<file path="src/rtl/ptd_pkg.sv">
// Package with constants, layouts and carrier types of the texel block decoder.
package ptd_pkg;

    // Request and result carriers.
    typedef struct packed {
        logic [63:0] block;
        logic [1:0]  x;
        logic [1:0]  y;
    } ptd_req_s;

    typedef struct packed {
        logic [7:0] red;
        logic [7:0] green;
        logic [7:0] blue;
        logic [7:0] alpha;
    } ptd_texel_s;

    // Decode modes, one-hot.
    typedef enum logic [3:0] {
        PTD_MODE_DIFF   = 4'b0001,
        PTD_MODE_T      = 4'b0010,
        PTD_MODE_H      = 4'b0100,
        PTD_MODE_PLANAR = 4'b1000
    } ptd_mode_e;

    // Shared field positions of the block word.
    localparam int SOLID_FLAG_BIT   = 33;
    localparam int SPLIT_BIT        = 32;
    localparam int TABLE1_LSB       = 37;
    localparam int TABLE2_LSB       = 34;
    localparam int INDEX_MSB_OFFSET = 16;

    // Register map, byte addresses.
    localparam logic [7:0] REG_CTRL      = 8'h00;
    localparam logic [7:0] REG_STATUS    = 8'h04;
    localparam logic [7:0] REG_DIST_BASE = 8'h20;
    localparam logic [7:0] REG_DIST_LAST = 8'h3c;

    // Values after reset.
    localparam logic       CTRL_ENABLE_RESET = 1'b1;
    localparam logic [7:0] DIST_RESET        = 8'h00;

    // Modifier magnitudes indexed by table selector.
    localparam logic [7:0] MOD_LARGE [8] = '{8'h08, 8'h11, 8'h1d, 8'h2a,
                                             8'h3c, 8'h50, 8'h6a, 8'hb7};
    localparam logic [7:0] MOD_SMALL [8] = '{8'h02, 8'h05, 8'h09, 8'h0d,
                                             8'h12, 8'h18, 8'h21, 8'h2f};

    localparam logic [7:0] BYTE_MAX = 8'hff;

endpackage : ptd_pkg

</file>
<file path="src/rtl/ptd_decoder.sv">
// Punch-through texel block decoder with a Wishbone register slave.
//
// How it works
// - Mode from 5-bit value plus signed delta: T, else H, else planar, else diff.
// - Differential halves: split bit zero splits by x, one splits by y.
// - Five-bit values widen to eight by copying the top three bits below.
// - First half uses widened values, second half widened value-plus-delta sums.
// - Table selector of first half is bits 39..37, second half bits 36..34.
// - Selector chooses one of eight fixed modifier sets; solid flag picks family.
// - Solid flag set: small and large magnitudes from the full table.
// - Solid flag clear: same large magnitudes, small entries become zero.
// - Texel index low bit at position p, high bit sixteen above, orientation-free.
// - Solid set: 11 large negative, 10 small negative, 00 small positive, 01 large.
// - Solid clear: 11 large negative, 01 large positive, 10 and 00 zero.
// - Differential adds modifier to each channel, then clamps to 0..255.
// - Diff, T, H: alpha 255 unless solid clear and index 10, then all zero.
// - T and H widen nibbles by doubling and rebuild split fields by concatenation.
// - T distance index is two-bit field above the one-bit field.
// - T paints: base1, base2 plus d, base2, base2 minus d, clamped.
// - H distance index low bit set when packed first colour is at least second.
// - H paints: base1 plus and minus d, base2 plus and minus d, clamped.
// - T and H texels take the paint colour numbered by their index.
// - Planar ignores the solid flag and always gives alpha 255.
// - Planar colours are 6-7-6 from split fields, widened by top-bit copies.
// - Planar channel is (x(H-O)+y(V-O)+4O+2)>>2, clamped to 0..255.
//
// Local design decisions: register access over Wishbone and the placing of the registers.
`timescale 1ns/1ps

module ptd_decoder
    import ptd_pkg::*;
(
    // Clock and reset.
    input  wire logic        clock,
    input  wire logic        reset,
    // Request stream.
    input  wire logic        in_valid,
    input  wire ptd_req_s    in_req,
    output logic             in_ready,
    // Result stream.
    output logic             out_valid,
    output ptd_texel_s       out_texel,
    input  wire logic        out_ready,
    // Wishbone register slave.
    input  wire logic        wb_cyc_i,
    input  wire logic        wb_stb_i,
    input  wire logic        wb_we_i,
    input  wire logic [7:0]  wb_adr_i,
    input  wire logic [31:0] wb_dat_i,
    input  wire logic [3:0]  wb_sel_i,
    output logic [31:0]      wb_dat_o,
    output logic             wb_ack_o
);

    // Widens a five-bit value to a byte.
    function automatic logic [7:0] five_bit_widen(input logic [4:0] v);
        return {v, v[4:2]};
    endfunction : five_bit_widen

    // Widens a four-bit value to a byte.
    function automatic logic [7:0] nibble_replicate(input logic [3:0] v);
        return {v, v};
    endfunction : nibble_replicate

    // Clamps a signed sum into a byte.
    function automatic logic [7:0] saturate_byte(input logic signed [12:0] v);
        if (v < 13'sd0) begin
            return 8'h00;
        end else if (v > 13'sd255) begin
            return BYTE_MAX;
        end
        return v[7:0];
    endfunction : saturate_byte

    // Adds or subtracts a distance on all three channels of a colour.
    function automatic logic [23:0] shift_colour(input logic [23:0] c, input logic [7:0] d,
                                                 input logic neg);
        logic signed [12:0] dd;
        logic [23:0]        r;
        dd = neg ? -$signed({5'h00, d}) : $signed({5'h00, d});
        r  = '0;
        for (int i = 0; i < 3; i++) begin
            r[i*8 +: 8] = saturate_byte($signed({5'h00, c[i*8 +: 8]}) + dd);
        end
        return r;
    endfunction : shift_colour

    // Picks the modifier for a selector, index and solid flag.
    function automatic logic signed [12:0] modifier(input logic [2:0] sel, input logic [1:0] idx,
                                                    input logic solid);
        logic signed [12:0] big_mag;
        logic signed [12:0] small_mag;
        big_mag   = $signed({5'h00, MOD_LARGE[sel]});
        small_mag = solid ? $signed({5'h00, MOD_SMALL[sel]}) : 13'sd0;
        case (idx)
            2'b11:   return -big_mag;
            2'b10:   return -small_mag;
            2'b00:   return small_mag;
            default: return big_mag;
        endcase
    endfunction : modifier

    // Works out one planar channel from widened origin, horizontal and vertical.
    function automatic logic [7:0] planar_chan(input logic [7:0] o, input logic [7:0] h,
                                               input logic [7:0] v, input logic [1:0] x,
                                               input logic [1:0] y);
        logic signed [12:0] s;
        s = $signed({11'h000, x}) * ($signed({5'h00, h}) - $signed({5'h00, o}))
          + $signed({11'h000, y}) * ($signed({5'h00, v}) - $signed({5'h00, o}))
          + ($signed({5'h00, o}) <<< 2) + 13'sd2;
        return saturate_byte(s >>> 2);
    endfunction : planar_chan

    // Registers.
    logic        in_ready_reg;
    logic        out_valid_reg;
    ptd_texel_s  out_texel_reg;
    logic        wb_ack_reg;
    logic [31:0] wb_dat_reg;
    logic        enable_reg;
    logic [7:0]  dist_reg [8];
    logic [15:0] count_reg;
    ptd_mode_e   last_mode_reg;

    // Field extraction and mode choice.
    wire logic [63:0] blk    = in_req.block;
    wire logic        solid  = blk[SOLID_FLAG_BIT];
    wire logic [3:0]  pos    = {in_req.x, in_req.y};
    wire logic [1:0]  idx    = {blk[INDEX_MSB_OFFSET + pos], blk[pos]};
    wire logic [6:0]  sum_r  = {2'b00, blk[63:59]} + {{4{blk[58]}}, blk[58:56]};
    wire logic [6:0]  sum_g  = {2'b00, blk[55:51]} + {{4{blk[50]}}, blk[50:48]};
    wire logic [6:0]  sum_b  = {2'b00, blk[47:43]} + {{4{blk[42]}}, blk[42:40]};
    wire logic        out_r  = sum_r[6] | sum_r[5];
    wire logic        out_g  = sum_g[6] | sum_g[5];
    wire logic        out_b  = sum_b[6] | sum_b[5];
    wire ptd_mode_e   mode   = ptd_mode_e'(out_r ? PTD_MODE_T : out_g ? PTD_MODE_H :
                               out_b ? PTD_MODE_PLANAR : PTD_MODE_DIFF);

    // Differential mode.
    wire logic        second = blk[SPLIT_BIT] ? in_req.y[1] : in_req.x[1];
    wire logic [2:0]  sel    = second ? blk[TABLE2_LSB +: 3] : blk[TABLE1_LSB +: 3];
    wire logic [14:0] b5     = second ? {sum_r[4:0], sum_g[4:0], sum_b[4:0]}
                                      : {blk[63:59], blk[55:51], blk[47:43]};
    wire logic [23:0] d_base = {five_bit_widen(b5[14:10]), five_bit_widen(b5[9:5]),
                                five_bit_widen(b5[4:0])};
    wire logic signed [12:0] mod = modifier(sel, idx, solid);
    wire logic [23:0] d_col  = {saturate_byte($signed({5'h00, d_base[23:16]}) + mod),
                                saturate_byte($signed({5'h00, d_base[15:8]}) + mod),
                                saturate_byte($signed({5'h00, d_base[7:0]}) + mod)};

    // T mode.
    wire logic [23:0] t_b1   = {nibble_replicate({blk[60:59], blk[57:56]}),
                                nibble_replicate(blk[55:52]), nibble_replicate(blk[51:48])};
    wire logic [23:0] t_b2   = {nibble_replicate(blk[47:44]), nibble_replicate(blk[43:40]),
                                nibble_replicate(blk[39:36])};
    wire logic [2:0]  t_di   = {blk[35:34], blk[32]};
    wire logic [7:0]  t_d    = dist_reg[t_di];
    wire logic [23:0] t_col  = (idx == 2'd0) ? t_b1 :
                               (idx == 2'd1) ? shift_colour(t_b2, t_d, 1'b0) :
                               (idx == 2'd2) ? t_b2 : shift_colour(t_b2, t_d, 1'b1);

    // H mode.
    wire logic [23:0] h_b1   = {nibble_replicate(blk[62:59]),
                                nibble_replicate({blk[58:56], blk[52]}),
                                nibble_replicate({blk[51], blk[49:47]})};
    wire logic [23:0] h_b2   = {nibble_replicate(blk[46:43]), nibble_replicate(blk[42:39]),
                                nibble_replicate(blk[38:35])};
    wire logic [2:0]  h_di   = {blk[34], blk[32], h_b1 >= h_b2};
    wire logic [7:0]  h_d    = dist_reg[h_di];
    wire logic [23:0] h_col  = shift_colour(idx[1] ? h_b2 : h_b1, h_d,
                                            idx[0]);

    // Planar mode.
    wire logic [5:0]  p_ro   = blk[62:57];
    wire logic [6:0]  p_go   = {blk[56], blk[54:49]};
    wire logic [5:0]  p_bo   = {blk[48], blk[44:43], blk[41:39]};
    wire logic [5:0]  p_rh   = {blk[38:34], blk[32]};
    wire logic [6:0]  p_gh   = blk[31:25];
    wire logic [5:0]  p_bh   = blk[24:19];
    wire logic [5:0]  p_rv   = blk[18:13];
    wire logic [6:0]  p_gv   = blk[12:6];
    wire logic [5:0]  p_bv   = blk[5:0];
    wire logic [23:0] p_col  = {
        planar_chan({p_ro, p_ro[5:4]}, {p_rh, p_rh[5:4]}, {p_rv, p_rv[5:4]}, in_req.x, in_req.y),
        planar_chan({p_go, p_go[6]}, {p_gh, p_gh[6]}, {p_gv, p_gv[6]}, in_req.x, in_req.y),
        planar_chan({p_bo, p_bo[5:4]}, {p_bh, p_bh[5:4]}, {p_bv, p_bv[5:4]}, in_req.x, in_req.y)};

    // Result selection and punch-through; planar ignores the solid flag.
    wire logic        punch  = !solid && (idx == 2'b10) && (mode != PTD_MODE_PLANAR);
    wire logic [23:0] rgb    = (mode == PTD_MODE_T) ? t_col : (mode == PTD_MODE_H) ? h_col :
                               (mode == PTD_MODE_PLANAR) ? p_col : d_col;
    wire ptd_texel_s  texel  = punch ? '0 : {rgb, BYTE_MAX};

    // Stream handshake: one result slot, refilled only once drained.
    wire logic        accept     = in_valid && in_ready_reg;
    wire logic        drain      = out_valid_reg && out_ready;
    wire logic        valid_next = accept || (out_valid_reg && !out_ready);
    wire logic        ready_next = enable_reg && !valid_next;

    // Register decode.
    wire logic        wb_req   = wb_cyc_i && wb_stb_i && !wb_ack_reg;
    wire logic        wb_wr    = wb_req && wb_we_i && wb_sel_i[0];
    wire logic        hit_dist = (wb_adr_i >= REG_DIST_BASE) && (wb_adr_i <= REG_DIST_LAST) &&
                                 (wb_adr_i[1:0] == 2'b00);
    wire logic [2:0]  dist_sel = wb_adr_i[4:2];
    wire logic [31:0] rd_data  = (wb_adr_i == REG_CTRL) ? {31'h0, enable_reg} :
                                 (wb_adr_i == REG_STATUS) ?
                                     {count_reg, 8'h00, last_mode_reg, 3'h0, out_valid_reg} :
                                 hit_dist ? {24'h0, dist_reg[dist_sel]} : 32'h0;

    // Stream state.
    always_ff @(posedge clock) begin
        if (reset) begin
            out_valid_reg <= 1'b0;
            in_ready_reg  <= 1'b0;
            out_texel_reg <= '0;
            last_mode_reg <= PTD_MODE_DIFF;
            count_reg     <= 16'h0000;
        end else begin
            out_valid_reg <= valid_next;
            in_ready_reg  <= ready_next;
            if (accept) begin
                out_texel_reg <= texel;
                last_mode_reg <= mode;
            end
            if (drain) begin
                count_reg <= count_reg + 16'h0001;
            end
        end
    end

    // Register slave: ack one cycle after the request, dropped the next cycle.
    always_ff @(posedge clock) begin
        if (reset) begin
            wb_ack_reg <= 1'b0;
            wb_dat_reg <= 32'h0;
            enable_reg <= CTRL_ENABLE_RESET;
            dist_reg   <= '{default: DIST_RESET};
        end else begin
            wb_ack_reg <= wb_req;
            if (wb_req) begin
                wb_dat_reg <= rd_data;
            end
            if (wb_wr && wb_adr_i == REG_CTRL) begin
                enable_reg <= wb_dat_i[0];
            end
            if (wb_wr && hit_dist) begin
                dist_reg[dist_sel] <= wb_dat_i[7:0];
            end
        end
    end

    // Outputs.
    assign in_ready  = in_ready_reg;
    assign out_valid = out_valid_reg;
    assign out_texel = out_texel_reg;
    assign wb_ack_o  = wb_ack_reg;
    assign wb_dat_o  = wb_dat_reg;
endmodule : ptd_decoder

</file>
<file path="config.mk">
export PLATFORM = sky130hd
export DESIGN_NAME = ptd_decoder
export DESIGN_NICKNAME = d
export VERILOG_FILES = /design/src/rtl/ptd_pkg.sv /design/src/rtl/ptd_decoder.sv
export SDC_FILE = /design/constraint.sdc
export NUM_CORES = 1
export LEC_CHECK = 0
export BUFFER_PORTS_ARGS = -buffer_cell sky130_fd_sc_hd__buf_2
export CAP_MARGIN = 10
export CORE_MARGIN = 2
export CORE_UTILIZATION = 59
export DETAILED_ROUTE_END_ITERATION = 7
export PLACE_DENSITY = 0.86
export SYNTH_ARGS = -nofsm -noshare
export SYNTH_HDL_FRONTEND = slang
export SYNTH_SLANG_ARGS = --single-unit
</file>
<file path="constraint.sdc">
create_clock -name clock -period 11.95 [get_ports clock]
set_input_delay 2.39 -clock clock [delete_from_list [all_inputs] [get_ports clock]]
set_output_delay 2.39 -clock clock [all_outputs]
set_load 0.005 [all_outputs]
</file>
Word level (Yosys, flattened, before mapping). Memory sizes are Yosys's and may differ from the RTL's. Index checks and enable logic that the tools add are counted.

Input bits: 119. Memories: 2. Register bits: 152. Memory bits (read-only): 128. Output and inout port bits: 67. Logic and storage cells: 256.

Bitwise gates (word level): 7. Equal/unequal tests: 8. Reductions and logical operators: 23. $add $sub $neg: 36. Multiply operators: 6. Mux-type cells: 115. Order comparisons: 40.

Memory list: (name not given) (words 8, width 8, read ports 1, clocked after memory_dff 0, write ports 0, line ptd_decoder.sv:94) `small_mag = solid ? $signed({5'h00, MOD_SMALL[sel]}) : 13'sd0;`; (name not given) (words 8, width 8, read ports 1, clocked after memory_dff 0, write ports 0, line ptd_decoder.sv:93) `big_mag = $signed({5'h00, MOD_LARGE[sel]});`.

Operators by type and width (number): $mux W8 (58); $mux W24 (7); $add A9 B13 Y13 (9); $gt A13 B9 Y1 const B (9); $lt A13 B1 Y1 const B (9); $mux W32 (3); $bmux W8 S3 (3); $mul A3 B9 Y12 (6); $bwmux W64 (1); $sub A8 B8 Y9 (6); $neg A8 Y13 (4); $add A12 B12 Y13 (3); $add A13 B11 Y13 (3); $add A13 B3 Y13 const B (3); $pmux W13 S3 (1); $gt A11 B9 Y1 const B (3); $lt A11 B1 Y1 const B (3); $mux W1 (33); $add A8 B8 Y9 (3); $gt A9 B8 Y1 const B (3); $lt A9 B1 Y1 const B (3); $demux W8 S3 (1); $ge A24 B24 Y1 (1); $add A6 B3 Y7 (3); 28 further kinds (57).

Depth between registers and ports, before layout.
Depth after elaboration: 18. Gate-level depth with buffers: 32. Mapped depth without buffers: 32.

Worst setup path before layout. Ideal clock, no wire load.

Path type: input to register. Start: input in_req[36] (netlist bit). End: register out_texel_reg, in the netlist out_texel[24]. Path slack: 2.813 ns. Setup time: 0.087 ns. Data arrival time: 9.050 ns. Buffers on the path: 5. Cell stages on the path: 26. Data required time: 11.863 ns. Cells stage by stage: buf_6 -> buf_6 -> buf_1 -> mux2i_1 -> clkbuf_1 -> mux2i_1 -> inv_1 -> ha_1 -> clkbuf_1 -> nand2_1 -> o211ai_1 -> ha_1 -> a21oi_1 -> o21ai_0 -> ha_1 -> a21oi_1 -> o21ai_0 -> a2111oi_0 -> o21bai_1 -> a211oi_1 -> nor2_1 -> o21ai_0 -> a31o_2 -> a211oi_1 -> and3_1 -> o31ai_1.

Word-level cells in the longest chain between the ends: 18. Elaborated cells on any way between the ends: 80. Those cells by class: add/sub: 12; mul: 1; order compare: 10; eq/ne: 3; mux: 46; bitwise: 3; reduce/logical: 3; memory: 2.

Ends and longest elaborated chain: start: declaration (line ptd_decoder.sv:38) `input wire ptd_req_s in_req,`; parallel branches: the longest is 17 deep, another holds $add A12 B12 Y13; $mux W32 * (line ptd_decoder.sv:192) `wire ptd_texel_s texel = punch ? '0 : {rgb, BYTE_MAX};`; end signal: assignment (line ptd_decoder.sv:223) `out_texel_reg <= texel;`; end: declaration (line ptd_decoder.sv:117) `ptd_texel_s out_texel_reg;`.

Mark *: on every way between the ends. The select of a mux whose other input is x is not followed. A chain may end at the register's enable or synchronous reset.

Worst setup path in the final report.
Start: input in_req[53] (netlist bit). End: register out_texel_reg, in the netlist out_texel[21].

Word-level cells in the longest chain between the ends: 15. Elaborated cells on any way between the ends: 60. Those cells by class: add/sub: 9; mul: 2; order compare: 7; eq/ne: 7; mux: 30; bitwise: 2; reduce/logical: 3.

Ends and longest elaborated chain (line): parallel branches: the longest is 14 deep, another holds $add A12 B12 Y13; $mux W32 * (ptd_decoder.sv:192).

Marked as above.

==> flow_metrics.py <==
metrics = {
    "run_status": {
        "status": "complete, no violations",
    },
    "logic_synthesis": {
        "yosysWarnings": 0,
        "async_reset_ff_share_pct": 0,
        "synth_edf_count": 0,
        "ys_ff_latch": 137,
        "synth_area_sq_um": 21400,
        "yosys_most_used_dff": "dfxtp_1",
        "ys_seq_area_share_pct": 12.8,
        "synth_cell_types": 92,
        "syn_inst": 2625,
        "avgSynthCellArea_sq_um": 8.17,
    },
    "power": {
        "p_per_area_nw_per_um2": 161,
        "p_comb_share_pct": 72.7,
        "p_seq_share_pct": 12.9,
        "switching_share_pct": 50.3,
        "intPower_uw": 1840,
        "power.net_switching_uw": 1860,
        "ir_worst_vdd_v": 0.000121,
        "leakage_uw": 0.0106,
        "clkPwrFrac_pct": 14.4,
    },
    "setup_path": {
        "cp_slowest_cell": "a211oi_1",
        "critPathKind": "in -> reg",
        "arrival_ns": 9.66,
        "critical_path_peak_fanout": 8,
        "cp.required_ns": 12.30,
        "crit_family": "compound AO/OA/AOI/OAI gates",
        "max_stage_delay_ns": 0.61,
        "endpoint_kind": "flip-flop",
        "critPathLaunchType": "input port",
        "path_buf_inv": 4,
    },
    "floorplan": {
        "core_area_sq_um": 35700,
        "ios": 186,
        "die_height_microns": 195,
        "die_area_sq_um": 37900,
        "die_w_microns": 195,
        "initial_utilization_pct": 60.1,
        "num_rows": 69,
    },
    "job": {
        "max-cap-violations": 0,
    },
    "sta": {
        "hold_ws_ns": 0.458,
        "fin_crit_ns": 9.31,
        "hold_viol_final": 0,
        "period_share_pct": 77.9,
        "slew_viol_final": 0,
        "tns_ns": 0,
        "max_freq_ghz": 0.107,
        "skew_ns": 0.0192,
        "tightest_slew_ns": 1.30,
        "finalWorstSetupSlack_ns": 2.64,
        "setup_viol": 0,
        "rsz0062_at_grt": "false",
        "relSlewSlack_pct": 12.7,
    },
    "route": {
        "antenna_left": 0,
        "drc_errors": 0,
        "via_per_inst": 6.64,
        "initialDrtViolationCount": 2188,
        "drt-pass1-iter-count": 7,
        "totalWireLength_microns": 71100,
        "routedWlPerCell_microns": 22.3,
        "via_count": 21200,
    },
    "placement": {
        "dp_hpwl_microns": 56200,
        "portBuffers": 150,
        "dp.cells": 3159,
        "gp_congestion": 1.07,
        "dpl_worst_slack_ns": 2.46,
    },
    "clock_network": {
        "clk_pin_slew_ns": 0.06,
        "clk_latency_ns": 0.43,
        "cts_setup_buffers": 0,
        "cts_made_buffers": 17,
        "cts_root_buffer": "clkbuf_16",
        "cts_tree": "yes",
        "clock_sinks": 137,
        "clk_path_buf_depth": 2,
        "cts_resized": 0,
        "hold_buffers": 0,
        "cts_max_level": 4,
    },
    "finish": {
        "largest_register_ffs": 64,
        "area_delta_synth_final_pct": 7.69,
        "fin_nets": 3211,
        "fin_cells": 3194,
        "drive_above_1_share_pct": 11.5,
        "fillCellCount": 2892,
    },
    "global_route": {
        "overflow": 0,
        "antenna_found_initial": 4,
        "grt_max_degree": 69,
        "grt_pass1_wl_microns": 113000,
        "grt.total_usage_pct": 37.6,
        "grt_pass1_vias": 21100,
    },
    "min_path": {
        "hp-class": "reg -> reg",
    },
}
per-stage QoR:
stage / cell area, sq um / power [uW] / utilization [%]
3_5_place_dp: 22500 / 3090 / 63.1
6_report: 23100 / 3710 / 64.7
2_1_floorplan: 21500 / 2470 / -
3_3_place_gp: 22500 / 3010 / 63.1
5_1_grt: 23100 / 4030 / 64.7
4_1_cts: 23100 / 3640 / 64.7
worst paths after layout:
check	start	to	slack, ns	depth (start not counted)
setup / recovery	in_req[53]	out_texel[21]$_SDFFE_PP0P_	2.64	28
hold / removal	out_texel[21]$_SDFFE_PP0P_	out_texel[21]$_SDFFE_PP0P_	0.46	2
setup reg to reg	dist_reg[1]$_SDFFE_PP0P_	out_texel[25]$_SDFFE_PP0P_	6.36	15
hold reg to reg	out_texel[21]$_SDFFE_PP0P_	out_texel[21]$_SDFFE_PP0P_	0.46	2
final cells by class:
type	count	area, sq um	share of cell area, %
tap	461	577	2.50
multi-input combinational	2160	17400	75.3
inverter	229	860	3.72
sequential	137	2740	11.9
antenna	3	7.51	0.0325
clock inverter	14	156	0.678
clock buffer	18	429	1.86
timing repair buffer	172	918	3.98
Yosys cell counts (15+ instances only):
cell type / n / share of area (%)
xor2_1: 73 / 3.0
nor2b_1: 39 / 1.1
and2_1: 86 / 2.5
or2_2: 15 / 0.44
mux2i_1: 68 / 3.2
xnor2_1: 94 / 3.8
a22oi_1: 24 / 0.84
nor2_1: 251 / 4.4
a21o_1: 68 / 2.4
o21ai_0: 131 / 3.1
nor3_1: 51 / 1.2
dfxtp_1: 137 / 13
o21a_1: 26 / 0.91
or3_1: 15 / 0.44
a21oi_1: 178 / 4.2
o211ai_1: 32 / 1.1
o21bai_1: 22 / 0.77
nand2_1: 174 / 3.0
mux2_2: 16 / 0.84
a31oi_1: 19 / 0.55
buf_4: 15 / 0.53
nand3_1: 57 / 1.3
mux4_2: 52 / 5.5
buf_1: 16 / 0.28
a211oi_1: 25 / 0.88
clkbuf_1: 70 / 1.2
inv_1: 228 / 4.0
fa_1: 102 / 9.5
nand2b_1: 38 / 1.1
ha_1: 273 / 16
logic make-up after synthesis:
kind of cell / after synthesis / share of synthesized area, %
flops: 137 / 12.8
mux: 138 / 9.65
other cells: 1 / 0.0175
xor+xnor: 169 / 7.03
fa+ha+maj: 375 / 25.5
simple gates: 795 / 18.0
buf+inv: 335 / 6.22
compound gates: 675 / 20.8
layer usage:
layer | routed length (microns) | global-route usage, % | vias to the layer above | share of wire [%]
met5 | 30 | 0 | - | 0.042
met3 | 8060 | 9.39 | 308 | 11
met2 | 31600 | 59.8 | 1239 | 44
li1 | - | - | 9553 | -
met4 | 4490 | 22.0 | 4 | 6.3
met1 | 27000 | 46.3 | 10100 | 38
layout by cell type (no fill, tap or decap), drive strengths merged, types with 86 or more instances in the layout:
master / n
a21oi: 178
and2: 86
nand2: 174
fa: 102
nor2: 251
inv: 235
dfxtp: 137
o21ai: 138
xnor2: 94
ha: 273
buf: 172
power by group through the flow:
stage / Clock (uW) / Sequential (uW) / Combinational, uW
3_5_place_dp: 0 / 489 / 2610
4_1_cts: 532 / 479 / 2630
6_report: 534 / 480 / 2700
2_1_floorplan: 0 / 485 / 1980
3_3_place_gp: 0 / 489 / 2520
5_1_grt: 555 / 480 / 2990
worst reg2reg max path, stage by stage (launching register included):
cell	delay [ns]
dfxtp_1	0.34
mux4_2	0.54
or2_4	0.28
or3_4	0.42
o311a_1	0.45
xnor2_1	0.49
inv_1	0.28
ha_1	0.38
o21bai_1	0.28
nand3b_1	0.18
nor3b_1	0.06
a2111oi_0	0.61
a21oi_1	0.26
or2_2	0.37
a211oi_1	0.40
o21ai_0	0.13
No activity file was read; power rests on OpenSTA's default activity.
